`config.mk`:
```
export PLATFORM = sky130hd
export DESIGN_NAME = pmcc_control
export DESIGN_NICKNAME = d
export VERILOG_FILES = /design/src/core/pmcc_control.v
export VERILOG_INCLUDE_DIRS = /design/src /design/src/include
export SDC_FILE = /design/constraint.sdc
export NUM_CORES = 1
export LEC_CHECK = 0
export ABC_AREA = 1
export BUFFER_PORTS_ARGS = -buffer_cell sky130_fd_sc_hd__buf_4
export CORE_ASPECT_RATIO = 0.9
export CORE_UTILIZATION = 51
export CTS_CLUSTER_SIZE = 24
export DETAILED_ROUTE_END_ITERATION = 8
export PLACE_DENSITY = 0.76
export SLEW_MARGIN = 40
export SYNTH_ARGS = -nofsm -noshare
export SYNTH_HDL_FRONTEND = slang
export SYNTH_SLANG_ARGS = --single-unit
```
`constraint.sdc`:
```
create_clock -name clock -period 3 [get_ports clock]
set_clock_uncertainty 0.2 [all_clocks]
set_input_delay 0.6 -clock clock [delete_from_list [all_inputs] [get_ports clock]]
set_output_delay 0.6 -clock clock [all_outputs]
set_load 0.02 [all_outputs]
```
`src/include/pmcc_consts.vh`:
```
// Constants for the performance-monitor counter control block.
// Assumes inclusion by the core file only; values are bit positions and encodings.
`ifndef PMCC_CONSTS_VH
`define PMCC_CONSTS_VH

// ****************************************
// System register selectors
// ****************************************
`define PMCC_SEL_W          2
`define PMCC_SEL_NONE       2'h0
`define PMCC_SEL_CONTROL    2'h1
`define PMCC_SEL_PRESENCE   2'h2
`define PMCC_SEL_MACHINE_ID 2'h3

// Machine id encoding: op0, CRn, op1, op2, CRm
`define PMCC_MID_OP0        2'h3
`define PMCC_MID_CRN        4'hf
`define PMCC_MID_OP1        3'h0
`define PMCC_MID_OP2        3'he
`define PMCC_MID_CRM        4'h6

// ****************************************
// Control register fields
// ****************************************
`define PMCC_MAKER_HI       31
`define PMCC_MAKER_LO       24
`define PMCC_PART_HI        23
`define PMCC_PART_LO        16
`define PMCC_QTY_HI         15
`define PMCC_QTY_LO         11
`define PMCC_QTY_VALUE      5'h06
`define PMCC_LC_BIT         6
`define PMCC_DP_BIT         5
`define PMCC_X_BIT          4
`define PMCC_D_BIT          3
`define PMCC_C_BIT          2
`define PMCC_P_BIT          1
`define PMCC_E_BIT          0

// ****************************************
// Event presence map, upper word
// ****************************************
`define PMCC_PRESENCE_UPPER 64'h0000_0000_fef2_ae7f

// ****************************************
// Counters
// ****************************************
`define PMCC_NUM_EVENT      6
`define PMCC_EVT_W          32
`define PMCC_PRESCALE_W     6
`define PMCC_PRESCALE_LAST  6'h3f

`endif

```
`src/core/pmcc_control.v`:
```
// Performance-monitor control register, event presence map and cycle counter.
// Assumes a system-register access port in the core clock domain, one access a cycle.
//
// Notes on behaviour
// - Presence bit 23 reads one, bit 24 reads zero.
// - Presence bits 11 to 9 read one, bits 8 and 7 read zero.
// - Maker code in 31:24, part code in 23:16, read-only.
// - Counter quantity field 15:11 reads six counters.
// - Overflow from bit 31 when long-cycle select is 0, else bit 63.
// - Debug-prohibit gate set stops cycle counter unless debug permitted and enabled.
// - Export bit enables event export; resets to zero.
// - Export bit has no effect on the interrupt output.
// - Divider clear counts every cycle; set counts once per 64 cycles.
// - Writing one to bit 2 clears the cycle counter, not its overflow flag.
// - Writing one to bit 1 clears event counters, not the cycle counter.
// - Low-level non-secure reset spares counters reserved for the hypervisor.
// - Event counter reset leaves overflow flags unchanged.
// - Global enable bit gates all counters except hypervisor-reserved ones at low-level non-secure; read/write, resets to zero.
// - Low-level non-secure enable does not touch hypervisor-reserved counters.
// - Warm reset clears the global enable bit.
// - Machine id register read by op0 3, CRn 15, op1 0, op2 6 (3'he truncates to 3 bits), CRm 6.
`include "pmcc_consts.vh"

module pmcc_control #(
  parameter [7:0]  MAKER_CODE = 8'h5a,               // Arbitrary value
  parameter [7:0]  PART_CODE  = 8'h3c,               // Arbitrary value
  parameter [63:0] MACHINE_ID = 64'h0000_0000_0000_0000
)(
  input  wire        clock,
  input  wire        rst_b,
  input  wire        sr_write,
  input  wire        sr_read,
  input  wire [1:0]  sr_select,
  input  wire [1:0]  sr_op0,
  input  wire [3:0]  sr_crn,
  input  wire [2:0]  sr_op1,
  input  wire [2:0]  sr_op2,
  input  wire [3:0]  sr_crm,
  input  wire [31:0] sr_wdata,
  input  wire        low_el_nonsecure,
  input  wire [4:0]  hyp_counter_partition,
  input  wire        debug_permitted,
  input  wire        debug_enabled,
  input  wire [5:0]  event_enable,
  input  wire [5:0]  event_pulse,
  output reg  [63:0] sr_rdata,
  output reg         sr_rvalid,
  output reg         export_enable,
  output reg  [5:0]  export_events,
  output reg         cycle_overflow_set,
  output reg  [63:0] cycle_counter,
  output reg  [191:0] event_counts
);

  // ****************************************
  // Helpers
  // ****************************************
  // Counters at or above the partition belong to the hypervisor
  function guest_owned;
    input integer idx;
    input [4:0]   part;
    begin
      guest_owned = (idx < part);
    end
  endfunction

  // Read image of the control register with the fixed fields in place
  function [31:0] control_image;
    input [3:0] rw_bits;
    begin
      control_image = {MAKER_CODE, PART_CODE, `PMCC_QTY_VALUE, 4'h0, rw_bits, 3'h0};
    end
  endfunction

  // Encoding of the machine identification register read
  function is_machine_id;
    input [1:0] op0;
    input [3:0] crn;
    input [2:0] op1;
    input [2:0] op2;
    input [3:0] crm;
    begin
      is_machine_id = (op0 == `PMCC_MID_OP0) && (crn == `PMCC_MID_CRN) && (op1 == `PMCC_MID_OP1)
                      && (op2 == `PMCC_MID_OP2) && (crm == `PMCC_MID_CRM);
    end
  endfunction

  // Overflow when the selected bit falls from one to zero on an increment
  function wraps;
    input [63:0] old_count;
    input [63:0] new_count;
    input        long_sel;
    begin
      if (long_sel)
        wraps = old_count[63] && !new_count[63];
      else
        wraps = old_count[31] && !new_count[31];
    end
  endfunction

  // ****************************************
  // Control bits
  // ****************************************
  reg                          long_cycle_overflow_select;
  reg                          debug_prohibit_cycle_gate;
  reg                          divide_by_64;
  reg                          global_enable;
  reg [`PMCC_PRESCALE_W-1:0]   prescale;
  reg [`PMCC_EVT_W-1:0]        evt [0:`PMCC_NUM_EVENT-1];
  reg                          mid_hit;
  reg                          cycle_step;
  reg                          cycle_run;
  reg [63:0]                   next_cycle;
  integer                      i;
  integer                      j;
  reg [2:0]                    permit_sync;
  reg [2:0]                    enable_sync;
  reg                          debug_permit_ok;
  reg                          debug_enable_ok;
  reg [`PMCC_NUM_EVENT-1:0]    evt_clear;
  reg [`PMCC_NUM_EVENT-1:0]    evt_step;

  wire ctl_wr  = sr_write && (sr_select == `PMCC_SEL_CONTROL);
  // Counter resets act on the write itself; nothing stores them, so they read zero
  wire clr_cyc = ctl_wr && sr_wdata[`PMCC_C_BIT];
  wire clr_evt = ctl_wr && sr_wdata[`PMCC_P_BIT];

  always @*
  begin
    mid_hit = is_machine_id(sr_op0, sr_crn, sr_op1, sr_op2, sr_crm);
    cycle_run = global_enable && !(debug_prohibit_cycle_gate && !(debug_permit_ok && debug_enable_ok));
    cycle_step = cycle_run && (!divide_by_64 || (prescale == `PMCC_PRESCALE_LAST));
    next_cycle = cycle_counter + 64'h1;
  end

  always @(posedge clock)
  begin
    if (!rst_b)
    begin
      long_cycle_overflow_select <= 1'b0;
      debug_prohibit_cycle_gate  <= 1'b0;
      export_enable              <= 1'b0;
      divide_by_64               <= 1'b0;
      global_enable              <= 1'b0;
    end
    else if (ctl_wr)
    begin
      long_cycle_overflow_select <= sr_wdata[`PMCC_LC_BIT];
      debug_prohibit_cycle_gate  <= sr_wdata[`PMCC_DP_BIT];
      export_enable              <= sr_wdata[`PMCC_X_BIT];
      divide_by_64               <= sr_wdata[`PMCC_D_BIT];
      global_enable              <= sr_wdata[`PMCC_E_BIT];
    end
  end

  // ****************************************
  // Debug authentication synchroniser
  // ****************************************
  // Levels come from outside the core clock; take a change once stages two and three agree
  always @(posedge clock)
  begin
    if (!rst_b)
    begin
      permit_sync     <= 3'h0;
      enable_sync     <= 3'h0;
      debug_permit_ok <= 1'b0;
      debug_enable_ok <= 1'b0;
    end
    else
    begin
      permit_sync <= {permit_sync[1:0], debug_permitted};
      enable_sync <= {enable_sync[1:0], debug_enabled};
      if (permit_sync[1] == permit_sync[2])
        debug_permit_ok <= permit_sync[2];
      if (enable_sync[1] == enable_sync[2])
        debug_enable_ok <= enable_sync[2];
    end
  end

  // ****************************************
  // Cycle counter and prescaler
  // ****************************************
  always @(posedge clock)
  begin
    if (!rst_b)
    begin
      prescale           <= 6'h00;
      cycle_counter      <= 64'h0;
      cycle_overflow_set <= 1'b0;
    end
    else
    begin
      // Held clear while stopped so the first divided count comes 64 cycles after enabling
      if (!cycle_run)
        prescale <= 6'h00;
      else
        prescale <= prescale + 6'h01;
      // Overflow pulse is not raised by the clear path
      cycle_overflow_set <= 1'b0;
      if (clr_cyc)
        cycle_counter <= 64'h0;
      else if (cycle_step)
      begin
        cycle_counter <= next_cycle;
        cycle_overflow_set <= wraps(cycle_counter, next_cycle, long_cycle_overflow_select);
      end
    end
  end

  // ****************************************
  // Event counters
  // ****************************************
  // A reset write wins over an event in the same cycle
  always @*
  begin
    evt_clear = {`PMCC_NUM_EVENT{1'b0}};
    evt_step  = {`PMCC_NUM_EVENT{1'b0}};
    for (j = 0; j < `PMCC_NUM_EVENT; j = j + 1)
    begin
      evt_clear[j] = clr_evt && (!low_el_nonsecure || guest_owned(j, hyp_counter_partition));
      evt_step[j]  = !evt_clear[j] && event_enable[j] && event_pulse[j]
                     && (global_enable || (low_el_nonsecure && !guest_owned(j, hyp_counter_partition)));
    end
  end

  always @(posedge clock)
  begin
    if (!rst_b)
    begin
      for (i = 0; i < `PMCC_NUM_EVENT; i = i + 1)
        evt[i] <= 32'h0;
    end
    else
    begin
      for (i = 0; i < `PMCC_NUM_EVENT; i = i + 1)
      begin
        // Overflow flags live elsewhere and are never touched here
        if (evt_clear[i])
          evt[i] <= 32'h0;
        else if (evt_step[i])
          evt[i] <= evt[i] + 32'h1;
      end
    end
  end

  always @(posedge clock)
  begin
    // Snapshot one cycle behind the counters so all six change together
    if (!rst_b)
      event_counts <= 192'h0;
    else
      event_counts <= {evt[5], evt[4], evt[3], evt[2], evt[1], evt[0]};
  end

  // ****************************************
  // Event export, independent of interrupts
  // ****************************************
  always @(posedge clock)
  begin
    if (!rst_b)
      export_events <= 6'h00;
    else
      export_events <= export_enable ? event_pulse : 6'h00;
  end

  // ****************************************
  // Read path
  // ****************************************
  always @(posedge clock)
  begin
    if (!rst_b)
    begin
      sr_rdata  <= 64'h0;
      sr_rvalid <= 1'b0;
    end
    else
    begin
      sr_rvalid <= sr_read;
      if (!sr_read)
        sr_rdata <= 64'h0;
      // The machine id encoding takes priority over the selector
      else if (mid_hit)
        sr_rdata <= MACHINE_ID;
      else
      begin
        case (sr_select)
          `PMCC_SEL_CONTROL:
            sr_rdata <= {32'h0, control_image({long_cycle_overflow_select, debug_prohibit_cycle_gate,
                                               export_enable, divide_by_64}) | {31'h0, global_enable}};
          `PMCC_SEL_PRESENCE:
            sr_rdata <= `PMCC_PRESENCE_UPPER;
          default:
            sr_rdata <= 64'h0;
        endcase
      end
    end
  end

endmodule

```
==> results.py, run 1 <==
metrics = {
    "detailed_routing": {
        "drt_iter0_drc": 1605,
        "drtAntennaViolNets": 0,
        "remaining_drc_errors": 0,
        "dr_total_vias": 19070,
        "vias_per_cell": 5.060,
        "wl_um": 56160,
        "dr.pass1.iters": 5,
        "drt-wirelength-per-cell_um": 14.91,
    },
    "logic_synthesis": {
        "synth.top_cell.area_share_pct": 26.00,
        "synth_common_cells": "705 x nand2_1, 441 x inv_1, 424 x nor2_1, 291 x dfxtp_1, 192 x edfxtp_1",
        "yosys_register_bits": 483,
        "yosys-top-cells-area": "dfxtp_1 26%, edfxtp_1 26%, nand2_1 12%",
        "synthCells": 2831,
        "synth.avg_cell_area_um2": 7.913,
        "synthArstFlopShare_pct": 0,
        "synth-edff-count": 192,
        "ys_seq_area_share_pct": 51.74,
        "yosysWarnings": 0,
        "ys.flop_type": "dfxtp_1",
        "synth.most_common_cell": "nand2_1",
        "synth_area_um2": 22400,
        "yosysTopAreaCell": "dfxtp_1",
        "ys_types": 50,
    },
    "grt": {
        "grt_max_degree": 117,
        "grt_overflow": 0,
        "grt_antenna_before_repair": 3,
        "grtUsageTotal_pct": 25.07,
        "grt_pass1_vias": 18380,
        "grt_first_pass_wirelength_um": 91580,
    },
    "setup_path": {
        "end_kind": "flip-flop",
        "cp_max_fo": 7,
        "arrival_ps": 2740,
        "cpPeakStageDelay_ps": 480,
        "crit_top_cell": "nand2_1",
        "cp.required_ps": 3280,
        "cp_cell_sequence": "nand2_1 > nor2_4 > nand2_1 > nor3_1 > nand2_1 > nor3_1 > ha_1 > o21ai_0 > nor2_1",
        "path_delay_family": "simple AND/OR/NAND/NOR gates",
        "crit_buf_inv": 0,
        "crit_slowest_cell": "dfxtp_1",
        "cp-start-kind": "flip-flop",
        "criticalPathCategory": "reg -> reg",
    },
    "place": {
        "gp_congestion": 0.9360,
        "place_area_um2": 25390,
        "dp_hpwl_um": 41200,
        "port_buffers": 340,
    },
    "sta": {
        "worst_pin_slew_ps": 714.3,
        "fin_crit_ps": 2459,
        "rsz0062_at_grt": "false",
        "period_share_pct": 81.98,
        "fin_tns_setup_ps": 0,
        "finalSetupViolCount": 0,
        "drv_slew": 0,
        "holdWs_ps": 39.11,
        "hold_viol": 0,
        "fmaxAchievable_mhz": 406.6,
        "relSlewSlack_pct": 51.94,
    },
    "finish": {
        "stdcell_area_um2": 27120,
        "syn2layout_area_growth_pct": 21.07,
        "drive_gt1_share_pct": 16.66,
        "fin_nets": 3260,
    },
    "power_and_ir_drop": {
        "p_leak_nw": 12.20,
        "ir_drop_mv": 0.4124,
        "power.density_nw_per_um2": 543.0,
    },
    "clock_network": {
        "cts_resized": 0,
        "cts.path.max_buffers": 3,
        "clock_latency_ps": 600,
        "clk_pin_slew_ps": 60,
        "cts-root-buf": "clkbuf_16",
        "cts_tree": "done",
        "numCtsBuffers": 49,
        "htreeDepth": 2,
        "post_cts.repair.setup_buffers": 0,
        "holdBufCountCts": 3,
        "clock-sinks": 483,
    },
    "worst_hold_path": {
        "worstHoldPathType": "in -> reg",
    },
    "floorplanning": {
        "ioPinCount": 403,
        "start_util_pct": 51.92,
        "dieArea_um2": 44770,
        "die_w_um": 222.9,
        "core_area_um2": 43150,
        "die_h_um": 200.8,
        "rows": 72,
    },
    "outcome": {
        "outcome": "finished, final reports clean",
    },
    "run": {
        "cap_viol_max_count": 0,
    },
}
[cell type report]
class,instances,area (um2)
fillers,3617,16030
flip-flops and latches,483,11590
multi-input cells,1830,8641
repair buffers,360,2814
inverters,448,1682
clock buffers,62,1421
well taps,555,694.4
clock inverters,29,276.5
diodes,1,2.502
[flip-flops by register name, summed over array words and instances (netlist names)]
register and flops:
event_counts 192, evt 192, cycle_counter 64, sr_rdata 8, export_events 6, prescale 6
enable_sync 3, permit_sync 3, cycle_overflow_set 1, debug_enable_ok 1, debug_permit_ok 1, debug_prohibit_cycle_gate 1
divide_by_64 1, export_enable 1, global_enable 1, long_cycle_overflow_select 1, sr_rvalid 1
[placed cells by master, fill, tap and decap left out, types with 28 or more instances in the layout]
| cell type | count |
|---|---|
| nand2_1 | 705 |
| inv_1 | 441 |
| nor2_1 | 423 |
| buf_4 | 348 |
| dfxtp_1 | 291 |
| edfxtp_1 | 192 |
| nand3_1 | 123 |
| a21oi_1 | 100 |
| nor3_1 | 71 |
| xor2_1 | 63 |
| nand4_1 | 54 |
| clkbuf_16 | 54 |
| o21ai_0 | 47 |
| conb_1 | 37 |
| xnor2_1 | 28 |
[through the flow]
step	util, %	instances	power [mW]	worst slack [ps]
2_1_floorplan	-	2867	8.060	46.04
3_3_place_gp	58.84	3673	8.465	58.90
3_5_place_dp	58.84	3673	8.490	207.7
4_1_cts	62.85	3767	14.85	586.9
5_1_grt	62.85	3768	15.24	344.4
6_report	62.85	3768	14.73	540.5
[routing by layer]
| layer | share of wire, % | wire length (um) | up-vias | global-route usage [%] |
|---|---|---|---|---|
| met5 | 0.061 | 34 | - | 0 |
| met4 | 2.9 | 1607 | 4 | 9.064 |
| met3 | 8.0 | 4498 | 114 | 4.757 |
| met2 | 45 | 25520 | 730 | 39.93 |
| met1 | 44 | 24510 | 8751 | 34.03 |
| li1 | - | - | 9467 | - |
[cell families after synthesis]
| group | after synthesis | synth area share [%] |
|---|---|---|
| XOR/XNOR | 91 | 3.558 |
| other | 1 | 0.01674 |
| multiplexers | 1 | 0.04468 |
| flip-flops | 483 | 51.74 |
| buffers and inverters | 554 | 10.39 |
| adder cells (fa/ha/maj) | 14 | 0.7819 |
| AND/OR/NAND/NOR | 1516 | 29.43 |
| AO/OA/AOI/OAI | 171 | 4.038 |
[power by group]
part | switching (mW) | internal (mW)
Combinational | 0.650 | 0.371
Sequential | 0.241 | 7.09
Clock | 2.65 | 3.73
[path summary, 6_finish.rpt]
check	end	start	cells past startpoint	slack (ps)
max	cycle_counter[31]	cycle_counter[13]	9	540
min	export_events[4]	event_pulse[4]	3	40
max reg2reg	cycle_counter[31]	cycle_counter[13]	9	540
min reg2reg	enable_sync[1]	enable_sync[0]	2	210
[worst register-to-register path: cells and delay by family (launching register included)]
kind | cells | cell delay, ps
compound gates | 1 | 170
fa+ha+maj | 1 | 260
simple gates | 7 | 1250
flops | 1 | 480
Power figures use the tool's default switching activity.
==> run 2: changes to the inputs <==
- clock period: 3 -> 2.11 ns (I/O delays scaled with it)
==> results.py, run 2 (synthesis gave the netlist of run 1 again) <==
metrics = {
    "outcome": {
        "outcome": "finished, final reports clean",
    },
    "floorplanning": {
        "die_h_um": 200.8,
        "ioPinCount": 403,
        "core_area_um2": 43150,
        "start_util_pct": 51.92,
        "rows": 72,
        "dieArea_um2": 44770,
        "die_w_um": 222.9,
    },
    "power_and_ir_drop": {
        "swShare_pct": 24.74,
        "p_switching_mw": 5.274,
        "clkPwrFrac_pct": 43.1,
        "combPwrFrac_pct": 8.0,
        "ir_drop_mv": 0.5917,
        "power_mw": 21.31,
        "power.density_nw_per_um2": 725.0,
        "power.internal_mw": 16.04,
        "p_leak_nw": 13.39,
        "p_seq_share_pct": 48.9,
    },
    "sta": {
        "fmaxAchievable_mhz": 480.9,
        "hold_viol": 0,
        "drv_slew": 0,
        "period_share_pct": 98.56,
        "fin_crit_ps": 2080,
        "finalSetupViolCount": 0,
        "rsz0062_at_grt": "true",
        "worst_pin_slew_ps": 668.9,
        "relSlewSlack_pct": 55.41,
    },
    "finish": {
        "syn2layout_area_growth_pct": 31.23,
        "reg_top3": "event_counts (192), evt (192), cycle_counter (64)",
        "layout_common_cells": "700 x nand2_1, 542 x buf_4, 439 x inv_1",
        "fin_nets": 3477,
        "final_common_cell": "nand2_1",
        "n_fill_cell": 3374,
        "utilization_pct": 68.13,
        "drive_gt1_share_pct": 23.83,
    },
    "clock_network": {
        "clock-sinks": 483,
        "clk_pin_slew_ps": 60,
        "clock_latency_ps": 600,
        "htreeDepth": 2,
        "cts_tree": "done",
        "cts-root-buf": "clkbuf_16",
        "numCtsBuffers": 51,
        "cts.path.max_buffers": 3,
    },
    "worst_hold_path": {
        "worstHoldPathType": "in -> reg",
    },
    "detailed_routing": {
        "drt_iter0_drc": 1821,
        "vias_per_cell": 5.117,
        "wl_um": 61290,
        "remaining_drc_errors": 0,
        "drtAntennaViolNets": 0,
        "drt-wirelength-per-cell_um": 15.36,
        "dr_total_vias": 20420,
        "dr.pass1.iters": 6,
    },
    "setup_path": {
        "rr_worst_depth": 12,
        "cpPeakStageDelay_ps": 430,
        "worstReg2RegStart": "evt[0][128]",
        "criticalPathCategory": "reg -> reg",
        "path_delay_family": "simple AND/OR/NAND/NOR gates",
        "crit_buf_inv": 1,
        "crit_slowest_cell": "edfxtp_1",
        "end_kind": "flip-flop",
        "cp_cell_sequence": "ha_2 > nand2_2 > nor2_4 > nand2_1 > nor2_2 > nand2_2 > inv_2 > nand3_4 > nor2_1 > nand2_1 > nand2_1 > nor2_1",
        "cp.required_ps": 2270,
        "crit_start": "evt[0][128]",
        "cp-start-kind": "flip-flop",
        "arrival_ps": 2240,
        "path_depth": 12,
        "cp_max_fo": 3,
        "rrSetupSlack_ps": 30,
        "crit_top_cell": "nand2_1",
        "r2r_end": "evt[0][152]",
        "worstSetupEndpoint": "evt[0][152]",
    },
    "grt": {
        "grt_max_degree": 72,
        "grt_pass1_vias": 19560,
        "grt_first_pass_wirelength_um": 96770,
        "grtUsageTotal_pct": 26.49,
        "use_met3_pct": 5.020,
        "use_met1_pct": 35.31,
        "grt_antenna_before_repair": 6,
        "grt_overflow": 0,
        "grt-busiest-layer": "met2",
        "grt_util_met2_pct": 42.33,
    },
    "run": {
        "cap_viol_max_count": 0,
    },
    "place": {
        "gp_congestion": 0.9634,
        "port_buffers": 340,
        "dp_hpwl_um": 44530,
    },
}
[run 2: timing repair]
action,CTS,global route
buffers inserted,1,28
pin swaps,3,23
gates cloned,1,0
resized for setup,5,94
endpoints found under the setup margin,9,110
hold buffers,16,0
hold endpoints to repair,16,0
[run 2: how the worst min path moves through the flow]
stage / cells after the start / startpoint / slack, ps / to
after floorplan: 2 / enable_sync[0] / 190 / enable_sync[1]
after global placement: 2 / permit_sync[0] / 200 / permit_sync[1]
after detailed placement: 2 / permit_sync[0] / 200 / permit_sync[1]
after CTS: 5 / sr_select[1] / 50 / sr_rdata[19]
after global routing: 5 / sr_select[1] / 80 / sr_rdata[19]
final: 5 / sr_select[1] / 90 / sr_rdata[19]
[run 2: cell type report]
class	instances	area [um2]	share of cell area, %
tap	555	694.4	2.362
clock inverter	28	217.7	0.7406
timing repair buffer	574	4541	15.45
antenna	4	10.01	0.03405
clock buffer	68	1529	5.201
sequential	483	11600	39.45
inverter	448	1694	5.763
multi-input combinational	1831	9114	31.00
[run 2: power by group through the flow]
stage          clock network, mW  logic [mW]  registers, mW
2_1_floorplan                  0       0.743           10.7
3_3_place_gp                   0        1.57           10.6
3_5_place_dp                   0        1.61           10.6
4_1_cts                     9.34        1.65           10.4
5_1_grt                     9.72        1.85           10.5
6_report                    9.19        1.71           10.4
[run 2: metal layers]
metal / share of wire, % / vias to the layer above / routed length, um
li1: - / 9918 / -
met1: 42 / 9498 / 25800
met2: 46 / 849 / 28340
met3: 8.0 / 151 / 4933
met4: 3.6 / 4 / 2189
met5: 0.038 / - / 23
[run 2: worst register-to-register path: cells and delay by family (launching register included)]
kind,cells,cell delay (ps)
flops,1,430
simple gates,10,880
buf+inv,1,100
fa+ha+maj,1,240
[run 2: through the flow]
step / hold slack (ps) / setup TNS [ps] / instances / setup slack [ps] / cell area (um2)
5_1_grt: 76.23 / -502.3 / 3989 / -83.48 / 29390
2_1_floorplan: 190.5 / -186.3 / 2867 / -5.821 / 22680
3_3_place_gp: 200.1 / -31090 / 3845 / -219.6 / 26860
4_1_cts: 53.31 / 0 / 3959 / 1.308 / 28800
6_report: 87.23 / 0 / 3991 / 30.41 / 29400
3_5_place_dp: 204.5 / -45500 / 3845 / -337.9 / 26860
==> run 3: changes to the inputs <==
- CELL_PAD_IN_SITES_DETAIL_PLACEMENT: default -> 2
- CELL_PAD_IN_SITES_GLOBAL_PLACEMENT: default -> 2
- CORE_UTILIZATION: 51 -> 29
- PLACE_DENSITY: 0.76 -> 0.74
==> results.py, run 3 (synthesis gave the netlist of run 1 again) <==
metrics = {
    "detailed_routing": {
        "vias_per_cell": 4.645,
        "wl_um": 86370,
        "remaining_drc_errors": 0,
        "drtAntennaViolNets": 0,
        "dr_total_vias": 21310,
        "drt-wirelength-per-cell_um": 18.83,
        "dr.pass1.iters": 4,
        "drt_iter0_drc": 722,
    },
    "setup_path": {
        "cp_max_fo": 2,
        "cp.required_ps": 2400,
        "cp-start-kind": "flip-flop",
        "end_kind": "flip-flop",
        "worstReg2RegStart": "cycle_counter[57]",
        "worstSetupEndpoint": "cycle_counter[63]",
        "rrSetupSlack_ps": -2,
        "rr_worst_depth": 10,
        "r2r_end": "cycle_counter[63]",
        "criticalPathCategory": "reg -> reg",
        "arrival_ps": 2400,
        "crit_start": "cycle_counter[57]",
    },
    "place": {
        "dp_hpwl_um": 63130,
        "place_area_um2": 28230,
        "gp_congestion": 0.8752,
        "place_ws_ps": -347.3,
        "port_buffers": 340,
        "dp.cells": 4408,
    },
    "clock_network": {
        "htreeDepth": 2,
        "clk_pin_slew_ps": 60,
        "cts_tree": "done",
        "clock_latency_ps": 610,
        "cts.path.max_buffers": 3,
        "cts-root-buf": "clkbuf_16",
        "numCtsBuffers": 56,
        "clock-sinks": 483,
    },
    "finish": {
        "fin_nets": 3598,
        "final_common_cell": "nand2_1",
        "reg_top3": "event_counts (192), evt (192), cycle_counter (64)",
        "n_fill_cell": 8582,
        "final-seq-area_um2": 11600,
        "utilization_pct": 41.21,
        "multi_input_area_um2": 9443,
        "drive_gt1_share_pct": 28.13,
        "stdcell_area_um2": 31480,
        "layout_common_cells": "691 x nand2_1, 648 x buf_4, 435 x inv_1",
        "syn2layout_area_growth_pct": 40.52,
        "final_cells": 4588,
    },
    "sta": {
        "fin_ws_ps": -2.316,
        "period_share_pct": 100.1,
        "holdWs_ps": 92.94,
        "fmaxAchievable_mhz": 473.4,
        "worst_pin_slew_ps": 514.3,
        "rsz0062_at_grt": "true",
        "drv_slew": 0,
        "hold_viol": 0,
        "finalSetupViolCount": 1,
        "relSlewSlack_pct": 65.71,
        "fin_tns_setup_ps": -2.316,
        "fin_crit_ps": 2112,
    },
    "outcome": {
        "violations": "negative setup slack",
        "outcome": "finished, violations left",
    },
    "floorplanning": {
        "ioPinCount": 403,
        "rows": 96,
        "start_util_pct": 29.33,
        "dieArea_um2": 78370,
        "die_h_um": 265.7,
        "die_w_um": 295.0,
        "core_area_um2": 76390,
    },
    "worst_hold_path": {
        "worstHoldPathType": "in -> reg",
        "min_path_cells": 4,
        "holdCritStartpoint": "sr_select[1]",
    },
    "grt": {
        "grt_pass1_vias": 23820,
        "grt_max_degree": 59,
        "grt_first_pass_wirelength_um": 129900,
        "grtUsageTotal_pct": 20.92,
        "grt_overflow": 0,
        "grt_antenna_before_repair": 3,
    },
    "run": {
        "cap_viol_max_count": 0,
    },
    "power_and_ir_drop": {
        "ir_drop_mv": 0.6335,
        "p_leak_nw": 14.18,
        "power.density_nw_per_um2": 717.6,
        "power_mw": 22.59,
    },
}
-- run 3: cell count changes in the layout (fill, tap and decap cells not counted), moves of 8 or more --
cell,change
buf_12,+8
nor3_2,+10
nor2_1,-25
nand2_2,+8
nand2_1,-9
nor3_1,-11
buf_4,+106
nor2_4,+18
clkbuf_1,+9
-- run 3: worst min path at each step --
stage | end | slack, ps
after CTS | sr_rdata[30] | 30
after detailed placement | permit_sync[1] | 210
after global routing | sr_rdata[30] | 80
final | sr_rdata[30] | 90
after global placement | permit_sync[1] | 200
after floorplan | enable_sync[1] | 190
-- run 3: layer usage --
metal / up-vias / global-route usage [%] / part of all wire, %
li1: 10160 / - / -
met1: 10640 / 25.47 / 43
met4: 4 / 5.926 / 2.5
met2: 386 / 37.32 / 50
met3: 122 / 3.827 / 4.4
met5: - / 0 / 0.031
-- run 3: repair_timing --
item / in CTS / in global routing
gates resized for setup: 52 / 141
gates cloned: 1 / 0
hold buffers: 16 / 0
setup endpoints to repair: 40 / 113
pin swaps: 10 / 26
buffers inserted: 6 / 50
hold endpoints to repair: 16 / 0
-- run 3: report_power, final --
group / internal (mW) / total, mW / switching (mW) / leakage [nW]
logic: 0.768 / 1.95 / 1.19 / 8.83
registers: 10.1 / 10.4 / 0.319 / 4.40
clock network: 6.13 / 10.2 / 4.10 / 0.954
-- run 3: area by class of cell --
| type | instances | area share, % |
|---|---|---|
| sequential | 483 | 36.85 |
| multi-input combinational | 1831 | 30.00 |
| timing repair buffer | 690 | 17.54 |
| inverter | 448 | 5.393 |
| clock buffer | 81 | 5.211 |
| tap | 1029 | 4.090 |
| clock inverter | 25 | 0.9102 |
| antenna | 1 | 0.007949 |
-- run 3: critical path, stage by stage (launching register included) --
cell     delay (ps)
dfxtp_2         360
nand2_4          70
nor3_4          220
nand3_2         130
nor4_4          240
buf_4           180
nand2_4          50
nor2_2          100
ha_1            250
o21ai_2         130
nor2_1           60
